### src/ehap_map.vh
// register offsets, reset values and bit positions for the emulation halt and access port
`ifndef EHAP_MAP_VH
`define EHAP_MAP_VH
`define EHAP_ADDR_PAGE 8'hA1
`define EHAP_ADDR_BANK 8'hA2
`define EHAP_ADDR_PCL 8'hA3
`define EHAP_ADDR_PCH 8'hA4
`define EHAP_ADDR_P2MASK 8'hA5
`define EHAP_ADDR_AUX 8'hA6
`define EHAP_ADDR_XIRQ 8'hC0
`define EHAP_RST_PAGE 8'h00
`define EHAP_RST_BANK 8'h70
`define EHAP_RST_PC 8'h00
`define EHAP_RST_P2MASK 8'hFF
`define EHAP_RST_AUX 8'hFF
`define EHAP_RST_XIRQ 8'h00
`define EHAP_BANK_RSVD 8'h70
`define EHAP_BANK_FUNC_BIT 7
`define EHAP_CTRL_WR_BIT 0
`define EHAP_CTRL_RD_BIT 1
`define EHAP_NOP_OPCODE 8'h00
`define EHAP_EXIT_STATES 4
`endif

### src/ehap_core.v
// emulation halt and access logic: halt entry/exit, internal access bus, pin floating
`timescale 1ns/10ps
`include "ehap_map.vh"
// Overview of operation
// - halted: clocks stop, I/O pins freeze, oscillator runs
// - halt preserves special registers, counter, scratchpad
// - select low: data bus, address, strobes access
// - address high bit0 picks registers or scratchpad
// - advanced-only registers respond only in advanced type
// - counter bytes at A3/A4 only while halted
// - select high floats data, address, control ports
// - advanced keeps ports; standard floats port 0
// - port 2 mask bit one floats that pin
// - float mask at A5, reset FF, standard only
// - entry latches opcode undecoded, counter plus one
// - instruction latch cleared to no-op before exit
// - request low releases; resume at second phase
// - four states fetch; flag low end fourth phase
// - no halt entry while powered down
// - idle breakpoint: flag after wake service routine
// - page register on address high; aux port driven
// - bank bit7 picks control function; low nibble bank
// - idle strobes one, power-down zero, data floats
// - advanced idle: control zero or chip-select decode
// - request sampled end of first phase, flag rises
//
// Block notes:
// - every emulator pin passes a two-stage synchroniser, so the emulator sees
//   each strobe take effect about three clocks after it moves; address and
//   data must stay put for a few clocks on both sides of a strobe edge
// - the rest of the core (ALU, timers, port logic) sits outside; this block
//   owns the halt state, the emulation-visible registers and pin permissions
// - the phase strobes come from the core's state sequencer on this clock
// - power-on reset is the only reset; a halt clears nothing here but the instruction latch, set to the no-op before exit
// - halted_flag is registered, the pin permissions are combinational
module ehap_core #(
   parameter RAM_DEPTH = 256 // scratchpad size in bytes
)(
   input wire sys_clk,
   input wire resetn, // synchronous power-on reset, active low
   input wire advanced_type, // strap: advanced type when high
   input wire halt_request, // pin from emulator
   input wire space_select, // pin: low internal, high external
   input wire [7:0] emu_data_bus_in,
   output reg [7:0] emu_data_bus_out,
   output wire emu_data_bus_oe,
   input wire [7:0] emu_addr_low_in,
   output reg [7:0] emu_addr_low_out,
   output wire emu_addr_low_oe,
   input wire [7:0] emu_addr_high_port_in,
   output reg [7:0] emu_addr_high_port_out,
   output wire emu_addr_high_port_oe,
   input wire [7:0] emu_ctrl_port_in,
   output reg [7:0] emu_ctrl_port_out,
   output wire emu_ctrl_port_oe,
   output wire [7:0] port0_oe_allow, // per-pin permission for port 0 drivers
   output wire [7:0] port2_oe_allow, // per-pin permission for port 2 drivers
   output wire [7:0] aux_port_pins, // auxiliary port output
   output reg halted_flag, // emulation mode indicator
   output wire core_clk_en, // internal clock gate for the rest of the core
   input wire phase_s1_end, // core strobe: end of first state phase
   input wire phase_s4_end, // core strobe: end of fourth state phase
   input wire [7:0] fetch_opcode, // opcode at the breakpoint address
   input wire [15:0] core_addr, // core's current external address
   input wire indirect_xmove, // core running a register-pointer data move
   input wire far_data_move, // core running a far table or data move
   input wire idle_mode, // core in idle
   input wire power_down, // core in power-down
   input wire wake_isr_done, // pulse: wake interrupt service routine ended
   output reg [7:0] instr_latch, // instruction register seen by the core
   output reg [15:0] prog_counter, // program counter for the core
   output reg ale_out,
   output reg program_store_strobe
);

   // halt state machine, one-hot
   // RUN: core clocks free; HALT: frozen, emulator access open
   // EXIT: fetching the ignored second byte of the no-op
   // IDLEBP: breakpoint hit in idle, waiting for the wake service to finish
   localparam ST_RUN = 4'b0001;
   localparam ST_HALT = 4'b0010;
   localparam ST_EXIT = 4'b0100;
   localparam ST_IDLEBP = 4'b1000;
   reg [3:0] state_r; // current state
   reg [3:0] state_nxt;
   reg [2:0] exit_cnt_r; // states elapsed since resume

   // pin synchronisers: first stage feeds only the second
   // none are reset: the power-on reset holds long enough to flush them
   reg halt_s1_r, halt_s2_r;
   reg sel_s1_r, sel_s2_r;
   reg [7:0] dat_s1_r, dat_s2_r;
   reg [7:0] al_s1_r, al_s2_r;
   reg [7:0] ah_s1_r, ah_s2_r;
   reg [1:0] ct_s1_r, ct_s2_r;
   reg wr_prev_r; // write strobe delayed, for rising edge

   // registers
   // emulation-visible copies; reset values are the power-on values
   reg [7:0] ext_page_high_byte_r;
   reg [7:0] ext_bank_select_r;
   reg [7:0] port2_float_mask_r;
   reg [7:0] aux_port_output_r;
   reg [7:0] extra_irq_ctrl_status_r;
   reg [7:0] scratch_ram [0:RAM_DEPTH-1]; // scratchpad storage

   // decoded views of the state and of the synchronised strobes
   wire halted = state_r[1]; // ST_HALT
   wire internal_acc = halted & ~sel_s2_r;
   wire ram_space = ah_s2_r[0];
   wire rd_active = internal_acc & ~ct_s2_r[`EHAP_CTRL_RD_BIT];
   wire wr_rise = internal_acc & ct_s2_r[`EHAP_CTRL_WR_BIT] & ~wr_prev_r;

   // which special register addresses are live; used by read and write paths
   // absent registers ignore writes and read as zero, so a wrong-type probe is harmless
   function reg_present;
      input [7:0] a;
      input adv;
      begin
         case (a)
            `EHAP_ADDR_PAGE, `EHAP_ADDR_BANK, `EHAP_ADDR_AUX, `EHAP_ADDR_XIRQ: reg_present = adv;
            `EHAP_ADDR_PCL, `EHAP_ADDR_PCH: reg_present = 1'b1;
            `EHAP_ADDR_P2MASK: reg_present = ~adv;
            default: reg_present = 1'b0;
         endcase
      end
   endfunction
   wire sfr_wr = wr_rise & ~ram_space & reg_present(al_s2_r, advanced_type);

   // synchronise emulator pins
   // data and address pass two stages too; they are used only while the emulator
   // holds them steady, so multi-bit skew settles before any strobe edge is seen
   always @(posedge sys_clk)
   begin
      halt_s1_r <= halt_request;
      halt_s2_r <= halt_s1_r;
      sel_s1_r <= space_select;
      sel_s2_r <= sel_s1_r;
      dat_s1_r <= emu_data_bus_in;
      dat_s2_r <= dat_s1_r;
      al_s1_r <= emu_addr_low_in;
      al_s2_r <= al_s1_r;
      ah_s1_r <= emu_addr_high_port_in;
      ah_s2_r <= ah_s1_r;
      ct_s1_r <= emu_ctrl_port_in[1:0];
      ct_s2_r <= ct_s1_r;
   end

   // next-state logic
   // a request still high after exit re-enters at the next first-phase strobe
   always @*
   begin
      state_nxt = state_r;
      case (state_r)
         ST_RUN:
            // sampled at first phase end; power-down blocks entry
            if (halt_s2_r & phase_s1_end & ~power_down)
            begin
               if (idle_mode)
                  state_nxt = ST_IDLEBP;
               else
                  state_nxt = ST_HALT;
            end
         ST_IDLEBP:
            if (wake_isr_done)
               state_nxt = ST_HALT;
         ST_HALT:
            if (~halt_s2_r)
               state_nxt = ST_EXIT;
         ST_EXIT:
            if (phase_s4_end && exit_cnt_r == `EHAP_EXIT_STATES - 1)
               state_nxt = ST_RUN;
         default:
            state_nxt = ST_RUN;
      endcase
   end

   // state, flag, latch and counter
   // entry, exit and counting are mutually exclusive, so the if chain hides no priority
   // counter writes come from the emulator only while halted, never on an entry edge
   always @(posedge sys_clk)
   begin
      if (!resetn)
      begin
         state_r <= ST_RUN;
         exit_cnt_r <= 3'd0;
         halted_flag <= 1'b0;
         instr_latch <= `EHAP_NOP_OPCODE;
         prog_counter <= {`EHAP_RST_PC, `EHAP_RST_PC};
         wr_prev_r <= 1'b1;
      end
      else
      begin
         state_r <= state_nxt;
         wr_prev_r <= ct_s2_r[`EHAP_CTRL_WR_BIT];
         if (state_r[0] && state_nxt[1])
         begin
            halted_flag <= 1'b1;
            instr_latch <= fetch_opcode; // undecoded capture
            prog_counter <= prog_counter + 16'h0001;
         end
         else if (state_r[3] && state_nxt[1])
         begin
            halted_flag <= 1'b1; // after wake service
            instr_latch <= fetch_opcode;
            prog_counter <= prog_counter + 16'h0001;
         end
         else if (halted && state_nxt[2])
         begin
            instr_latch <= `EHAP_NOP_OPCODE; // stale opcode never runs
            exit_cnt_r <= 3'd0;
         end
         else if (state_r[2] && phase_s4_end)
         begin
            exit_cnt_r <= exit_cnt_r + 3'd1;
            if (state_nxt[0])
               halted_flag <= 1'b0; // end of fourth phase
         end
         // counter writes while halted; emulator handles minus-one restart
         if (sfr_wr && al_s2_r == `EHAP_ADDR_PCL)
            prog_counter[7:0] <= dat_s2_r;
         if (sfr_wr && al_s2_r == `EHAP_ADDR_PCH)
            prog_counter[15:8] <= dat_s2_r;
      end
   end

   // special registers: emulator writes only; the core's own writes are outside this block
   // reserved bank bits are forced high on write so a read-back always shows them set
   always @(posedge sys_clk)
   begin
      if (!resetn)
      begin
         ext_page_high_byte_r <= `EHAP_RST_PAGE;
         ext_bank_select_r <= `EHAP_RST_BANK;
         port2_float_mask_r <= `EHAP_RST_P2MASK; // power-on only
         aux_port_output_r <= `EHAP_RST_AUX;
         extra_irq_ctrl_status_r <= `EHAP_RST_XIRQ;
      end
      else if (sfr_wr)
      begin
         case (al_s2_r)
            `EHAP_ADDR_PAGE: ext_page_high_byte_r <= dat_s2_r;
            `EHAP_ADDR_BANK: ext_bank_select_r <= dat_s2_r | `EHAP_BANK_RSVD; // reserved read as ones
            `EHAP_ADDR_P2MASK: port2_float_mask_r <= dat_s2_r;
            `EHAP_ADDR_AUX: aux_port_output_r <= dat_s2_r;
            `EHAP_ADDR_XIRQ: extra_irq_ctrl_status_r <= dat_s2_r;
            default: ext_page_high_byte_r <= ext_page_high_byte_r;
         endcase
      end
   end

   // scratchpad: only written by the emulator here, so halt leaves it intact
   // no reset on the array: it behaves as plain memory and keeps its contents
   always @(posedge sys_clk)
   begin
      if (wr_rise && ram_space)
         scratch_ram[al_s2_r] <= dat_s2_r;
   end

   // read data register for the data bus
   // refreshed every cycle while the read strobe is low, so a read that outlasts
   // the synchroniser delay always returns the current contents
   always @(posedge sys_clk)
   begin
      if (!resetn)
         emu_data_bus_out <= 8'h00;
      else if (rd_active)
      begin
         if (ram_space)
            emu_data_bus_out <= scratch_ram[al_s2_r];
         else if (!reg_present(al_s2_r, advanced_type))
            emu_data_bus_out <= 8'h00; // unmapped reads as zero
         else
            case (al_s2_r)
               `EHAP_ADDR_PAGE: emu_data_bus_out <= ext_page_high_byte_r;
               `EHAP_ADDR_BANK: emu_data_bus_out <= ext_bank_select_r;
               `EHAP_ADDR_PCL: emu_data_bus_out <= prog_counter[7:0];
               `EHAP_ADDR_PCH: emu_data_bus_out <= prog_counter[15:8];
               `EHAP_ADDR_P2MASK: emu_data_bus_out <= port2_float_mask_r;
               `EHAP_ADDR_AUX: emu_data_bus_out <= aux_port_output_r;
               default: emu_data_bus_out <= extra_irq_ctrl_status_r;
            endcase
      end
   end

   // address and control outputs while running; frozen when halted
   // the idle and power-down strobe levels are held after the core wakes, until the next idle or power-down
   // chip-select decode has priority over the bank nibble when bank bit 7 is set
   always @(posedge sys_clk)
   begin
      if (!resetn)
      begin
         emu_addr_low_out <= 8'h00;
         emu_addr_high_port_out <= 8'h00;
         emu_ctrl_port_out <= 8'h00;
         ale_out <= 1'b1;
         program_store_strobe <= 1'b1;
      end
      else if (!halted) // pins hold prior state while halted
      begin
         emu_addr_low_out <= core_addr[7:0];
         if (indirect_xmove)
            emu_addr_high_port_out <= ext_page_high_byte_r;
         else
            emu_addr_high_port_out <= core_addr[15:8];
         if (advanced_type && ext_bank_select_r[`EHAP_BANK_FUNC_BIT])
            emu_ctrl_port_out <= {4'h0, ~(4'h1 << core_addr[15:14])}; // chip selects
         else if (advanced_type && far_data_move && !idle_mode && !power_down)
            emu_ctrl_port_out <= {4'h0, ext_bank_select_r[3:0]};
         else
            emu_ctrl_port_out <= 8'h00;
         if (power_down)
         begin
            ale_out <= 1'b0;
            program_store_strobe <= 1'b0;
         end
         else if (idle_mode)
         begin
            ale_out <= 1'b1;
            program_store_strobe <= 1'b1;
         end
      end
   end

   // clocks stop only while halted; in the idle breakpoint wait the core must
   // keep running so that its wake service routine can finish
   assign core_clk_en = ~halted;

   // internal-access bus drives only on read; select high floats all
   // the address and control ports are inputs during internal access, so they
   // float in both halted spaces; driving them would fight the emulator
   assign emu_data_bus_oe = halted ? rd_active : ~(idle_mode | power_down);
   assign emu_addr_low_oe = ~(halted & sel_s2_r) & ~internal_acc;
   assign emu_addr_high_port_oe = ~(halted & sel_s2_r) & ~internal_acc;
   assign emu_ctrl_port_oe = ~(halted & sel_s2_r) & ~internal_acc;

   // port floating for external access
   // the standard type relies on the emulator loading the mask first
   assign port0_oe_allow = (halted & sel_s2_r & ~advanced_type) ? 8'h00 : 8'hFF;
   assign port2_oe_allow = (halted & sel_s2_r & ~advanced_type) ? ~port2_float_mask_r : 8'hFF;
   assign aux_port_pins = aux_port_output_r;
endmodule

### config.mk
export PLATFORM = sky130hd
export DESIGN_NAME = ehap_core
export DESIGN_NICKNAME = d
export VERILOG_FILES = /design/src/ehap_core.v
export VERILOG_INCLUDE_DIRS = /design/src
export SDC_FILE = /design/constraint.sdc
export NUM_CORES = 2
export LEC_CHECK = 0
export BUFFER_PORTS_ARGS = -buffer_cell sky130_fd_sc_hd__buf_2
export CORE_ASPECT_RATIO = 0.6
export CORE_UTILIZATION = 50
export DETAILED_ROUTE_END_ITERATION = 16
export PLACE_DENSITY = 0.75
export SKIP_LAST_GASP = 1
export SLEW_MARGIN = 20
export SYNTH_ARGS = -nofsm -noshare
export SYNTH_HDL_FRONTEND = slang
export SYNTH_SLANG_ARGS = --single-unit
### constraint.sdc
create_clock -name sys_clk -period 5.1 [get_ports sys_clk]
set_input_delay 0 -clock sys_clk [delete_from_list [all_inputs] [get_ports sys_clk]]
set_output_delay 0 -clock sys_clk [all_outputs]
set_load 0.005 [all_outputs]
# After elaboration in Yosys (flattened, before gate mapping)

Memories as Yosys holds them, arrays and structs flattened. A register that Yosys moved wholly into a read port is not among the register bits.
Cells that the tools add are included.

Add/sub/neg operators: 2
Eq/ne operators: 17
Shifts and indexed selects: 1
Mux-type cells: 37
Bitwise operators: 26
Reduce and logical (&&, ||, !) cells: 32

Operators by type and width:

| operator                | number |
|---|---|
| $mux W8                 | 10 |
| $eq A8 B8 Y1 const B    | 7 |
| $pmux W8 S6             | 1 |
| $mux W16                | 2 |
| $mux W4                 | 7 |
| $add A16 B1 Y16 const B | 1 |
| $pmux W4 S4             | 1 |
| $reduce_bool A3 Y1      | 5 |
| $mux W1                 | 13 |
| $logic_and A1 B1 Y1     | 12 |
| $not A1 Y1              | 12 |
| $reduce_and A2 Y1       | 6 |
| $and A1 B1 Y1           | 11 |
| $ne A2 B2 Y1 const B    | 4 |
| $not A8 Y8              | 1 |
| $mux W3                 | 2 |
| $reduce_and A3 Y1       | 2 |
| $eq A4 B1 Y1 const B    | 1 |
| $eq A4 B2 Y1 const B    | 1 |
| $eq A4 B3 Y1 const B    | 1 |
| $eq A4 B4 Y1 const B    | 1 |
| $not A4 Y4              | 1 |
| $reduce_and A4 Y1       | 1 |
| $reduce_bool A2 Y1      | 2 |
| 9 further kinds         | 10 |

Flip-flop bits (word level): 145
Bits in writable memories: 2,048
Bits of input ports: 68
Output and inout bits: 88
Word-level logic and storage cells: 146
Memories kept: 1

Memory list:

| memory      | depth | width | read ports | clocked after Yosys merged registers in | wr ports | line            | RTL |
|---|---|---|---|---|---|---|---|
| scratch_ram | 256   | 8     | 1          | 1                                       | 1        | ehap_core.v:105 | `reg [7:0] scratch_ram [0:RAM_DEPTH-1];` |

# Depth between registers and ports, before layout

Depth in word-level cells: 9
Gate-level depth with buffers: 13
Mapped depth without buffers: 8

# Worst setup path after synthesis

OpenSTA, ideal clock, no wires.

Path type: register to register
From: register dat_s2_r[1]
To: memory scratch_ram[0][1] (data pin)
Library setup time: 0.875 ns
Arrival time: 3.489 ns
Data required time: 4.225 ns
Slack: 0.736 ns
Stages on the path, launching flop included: 1
Period minus slack after synthesis: 4.364 ns
Path through: dfxtp_1

RTL lines:

| what                   | line            | RTL |
|---|---|---|
| start, declared        | ehap_core.v:92  | `reg [7:0] dat_s1_r, dat_s2_r;` |
| start signal, assigned | ehap_core.v:140 | `dat_s2_r <= dat_s1_r;` |
| end, declared          | ehap_core.v:105 |  |

Straight into the memory's write port.

# Final worst setup path

From: register al_s2_r[5]
To: register emu_data_bus_out[4]

Word-level cells in the longest chain between the ends: 8
Elaborated cells on any way between the ends: 16
Classes of those cells: eq/ne: 7; mux: 7; reduce/logical: 2

Ends and longest elaborated chain:

| what                                                 | line                             | RTL |
|---|---|---|
| start, declared                                      | ehap_core.v:93                   | `reg [7:0] al_s1_r, al_s2_r;` |
| start signal, assigned                               | ehap_core.v:142                  | `al_s2_r <= al_s1_r;` |
| $eq A8 B8 Y1, on equally long branches               | ehap_core.v:120, ehap_core.v:274 |  |
| $reduce_or A4 Y1 or $reduce_or A2 Y1 (tied branches) | ehap_core.v:120                  | `case (a)` |
| $pmux W1 S3                                          | ehap_core.v:120                  |  |
| $mux W1                                              | ehap_core.v:269                  | `if (ram_space)` |
| $mux W1                                              | ehap_core.v:267                  | `else if (rd_active)` |
| $mux W1                                              | ehap_core.v:265                  | `if (!resetn)` |
| $mux W8 (*)                                          | ehap_core.v:271                  | `else if (!reg_present(al_s2_r, advanced_type))` |
| $mux W8 (*)                                          | ehap_core.v:269                  |  |
| end signal, assigned                                 | ehap_core.v:270                  | `emu_data_bus_out <= scratch_ram[al_s2_r];` |
| end signal, assigned                                 | ehap_core.v:275                  | `` `EHAP_ADDR_PAGE: emu_data_bus_out <= ext_page_high_byte_r; `` |
| end signal, assigned                                 | ehap_core.v:276                  | `` `EHAP_ADDR_BANK: emu_data_bus_out <= ext_bank_select_r; `` |
| end, declared                                        | ehap_core.v:45                   | `output reg [7:0] emu_data_bus_out,` |

Mark *: on every way between the ends. The rest lies on a longest branch, timed or not. The select of a mux whose other input is x is not followed.
A chain may end at the register's enable or synchronous reset.

==> flow_results.org <==
** Timing
- Between clock sinks in the finished design, the worst skew comes to 0.0433 ns.
- The number of hold violations in the final report is 0.
- The routed design could run at a clock period as short as 4.43 ns.
- Final worst slack :: 0.672 ns
- Setup repair after global routing left no endpoint under its margin.
- Number of failing setup endpoints in the final timing report :: 0
- Final-layout worst hold slack :: 0.0859 ns
- Max-Slew Margin vs Limit :: 10.6%
- Slew at the pin closest to its max-slew limit :: 1.33 ns
- Sum Neg Setup Slack :: 0 ns
- Ratio of final minimum period to clock period :: 86.8%
- The number of pins with negative max-slew slack in the final report is 0.
- Based on the critical path, the design can be clocked at up to 0.226 GHz.

** Placement
- The wire-length estimate of the detail-placed layout is 136000 um.
- Summing all placed instances gives a cell area of 0.0889 mm2.
- Post-Place Worst Slack :: 0.919 ns
- Placer's final routability congestion estimate :: 0.926
- During placement, the flow inserted port buffers numbering 138.

** Clock network
- The number of hold buffers added after CTS was 133.
- After clock tree synthesis, the clock-pin slew on the worst setup and hold paths is 0.07 ns.
- Once the clock tree was built, the resizer swapped 0 gates to a different size.
- Worst-skew pair later-pin latency :: 0.83 ns
- Clock tree synthesis selected as its root buffer the cell clkbuf_16.
- Counting the buffers created by CTS gives 185.
- Clock tree from TritonCTS :: done
- The clock tree synthesis step divided the H-tree into 4 levels.
- Counting every sink on the clock net gives 2189.
- Once the clock tree was built, the setup fixing pass inserted 0 buffers.
- Maximum buffer depth of the clock tree :: 4

** Worst setup path
- WP buf/inv :: 1
- Crit-path max cell delay :: 1.16 ns
- Startpoint type of the worst setup path :: register
- The critical path is of the reg2reg type.
- CP Data Required Time :: 5.74 ns
- Cell with the largest stage delay on the worst path :: o41ai_2
- Worst-path cell chain :: buf_4, nand4b_1, o22ai_1, nor3_1, a41oi_1, o41ai_2, nand4_1
- In this design, the largest share of critical-path delay is due to compound AO/OA/AOI/OAI gates.
- At the worst endpoint, the arrival time is 5.07 ns.
- The worst setup path is captured at a register.
- Crit-path max FO :: 18

** Route
- Number of design rule violations left after detail routing :: 0
- The first detailed-routing pass took 8 iterations.
- Number of DRC markers in iteration 0 :: 7417
- Dividing the detail-routed via count by the number of cells gives 6.57.
- Wires add up to 222000 um.
- Detailed-route wire length per cell :: 30.9 um
- Via count :: 47200
- In this run the remaining antenna-violating nets after routing total 0.

** Floorplan
- Top-level I/O count :: 156
- Measured along the y axis, the die boundary spans 322 um.
- Standard-cell rows :: 116
- Core outline area :: 0.168 mm2
- Area of the die :: 0.172 mm2
- For this configuration, the core starts out at a cell density of 50.7%.
- Floorplan die width :: 535 um

** Pwr
- Leakage :: 30.8 nW
- VDD IR max :: 0.000304 V
- Registers are responsible for 55.3% of the overall power.
- Combinational logic burns 4.7% of the power.
- Of the total power, the clock network draws 40.0%.
- Internal power component :: 28.1 mW
- Pwr Density :: 371 mW/mm2
- The completed layout was analyzed and its total power is 35.7 mW.
- Net switching is 21.3% of the power.
- In this run the power spent charging and discharging nets is 7.59 mW.

** Status
- Outcome :: finished, final reports clean

** Global routing
- The first global-routing pass estimated 317000 um of wire.
- The initial antenna violation count was 8.
- The total overflow left after global routing is 0.
- In the global route stage, overall resource usage came out at 25.6%.
- Entering global routing, the biggest net connects 194 pins.
- The via count of the first global-routing pass came to 44500.

** Yosys
- In this run the mean area of a mapped cell was 19.1 um2.
- Number of standard cells after synthesis :: 4457
- Post-synthesis register bit count :: 2189
- For this run, the number of Yosys warnings is 0.
- Mapped Area :: 0.0852 mm2
- Unique cell type count in the Yosys netlist :: 72
- Proportion of synthesized flip-flops having asynchronous set or reset :: 0%
- In this run, synthesis inferred 2048 flip-flops with an integrated enable.
- For this run, the leading register cell type out of synthesis is edfxtp_1.
- Share of the yosys chip area belonging to registers :: 75.5%

** Job
- Max-cap violations in this run came to 0.

** Cells and area
- Number of fill cells :: 11900
- Final standard cell area without fillers :: 0.0963 mm2
- Commonest non-fill, non-tap cell in the layout :: edfxtp_1
- Commonest cells after routing, fill and taps aside :: edfxtp_1, mux4_2, mux2i_1
- The multi-input combinational cells in the finished layout cover a total of 0.0195 mm2.
- Syn-to-layout area delta :: 13.0%
- Seq. cell area :: 0.0644 mm2
- The post-route netlist has 20.8% of its cells at a drive strength greater than 1.
- At the end of the flow, the number of nets in the layout was 4860.

** Min path
- Tightest Hold Check Type :: in2reg
[registers in the layout (all words and copies together) (netlist names), 3 cells and up]
| register | count |
|---|---|
| aux_port_pins | 8 |
| dat_s1_r | 8 |
| port2_float_mask_r | 8 |
| al_s2_r | 8 |
| ext_bank_select_r | 5 |
| state_r | 4 |
| dat_s2_r | 8 |
| instr_latch | 8 |
| emu_ctrl_port_out | 4 |
| emu_data_bus_out | 8 |
| emu_addr_low_out | 8 |
| ext_page_high_byte_r | 8 |
| al_s1_r | 8 |
| emu_addr_high_port_out | 8 |
| scratch_ram | 2048 |
| extra_irq_ctrl_status_r | 8 |
| exit_cnt_r | 3 |
| prog_counter | 16 |
[synthesized netlist by cell type (all sizes together), types with 34 or more instances]
cell,instances,area (um2)
a21oi,59,295
a221oi,57,517
a22oi,105,788
buf,152,998
clkbuf,142,533
dfxtp,141,2820
edfxtp,2048,61500
mux2i,339,3390
mux4,379,8540
nand2,138,518
nand3,101,505
nand4,34,213
nor2,289,1090
nor2b,46,288
o21ai,51,255
o22ai,56,350
[worst register-to-register path, cell delays in order (launching register included)]
cell and delay [ns]:
dfxtp_2 0.67, buf_4 0.42, nand4b_1 0.65, o22ai_1 0.24
nor3_1 0.71, a41oi_1 0.24, o41ai_2 1.16, nand4_1 0.18
[final timing paths]
path                                           from                           endpoint  slack [ns]  cells past startpoint
worst max-delay path             al_s2_r[5]$_DFF_P_   emu_data_bus_out[4]$_SDFFE_PN0P_        0.67                      7
worst min-delay path                      idle_mode  program_store_strobe$_SDFFE_PN1P_        0.09                      4
worst max register to register   al_s2_r[5]$_DFF_P_   emu_data_bus_out[4]$_SDFFE_PN0P_        0.67                      7
worst min register to register  dat_s1_r[7]$_DFF_P_                dat_s2_r[7]$_DFF_P_        0.33                      0
[kinds of logic (layout without fill, tap and decap cells)]
family,after synthesis,count (layout),synth area share (%)
XOR/XNOR,8,8,0.0823
buffers and inverters,306,783,1.85
flip-flops,2189,2189,75.5
AND/OR/NAND/NOR,750,750,4.32
adder cells (fa/ha/maj),3,3,0.0441
other,1,8,0.00440
AO/OA/AOI/OAI,465,465,3.97
multiplexers,735,735,14.2
[cell type report]
class / count / area share (%)
Clock inverter: 102 / 0.994
Multi-Input combinational cell: 1965 / 20.2
Sequential cell: 2189 / 66.9
Clock buffer: 233 / 5.23
Inverter: 12 / 0.0468
Antenna cell: 4 / 0.0104
Timing Repair Buffer: 436 / 3.71
Tap cell: 2242 / 2.91
[per-stage QoR]
stage,util (%),std cells
5_1_grt,57.3,7181
3_5_place_dp,52.9,6710
4_1_cts,57.3,7178
3_3_place_gp,52.9,6710
6_report,57.3,7183
2_1_floorplan,-,4460
[routing by layer]
layer	part of all wire [%]	GRT usage [%]	vias up
met5	0.083	0	-
met4	2.4	5.52	4
met3	15	8.71	417
met1	41	39.8	24400
met2	42	34.5	3507
li1	-	-	18900
[power by group through the flow]
stage	combinational [mW]	sequential (mW)	clock (mW)
2_1_floorplan	0.848	20.2	0
3_3_place_gp	1.50	20.1	0
3_5_place_dp	1.53	20.1	0
4_1_cts	1.61	19.7	14.4
5_1_grt	1.72	19.7	15.0
6_report	1.67	19.7	14.3
No activity file was read; power rests on OpenSTA's default activity.
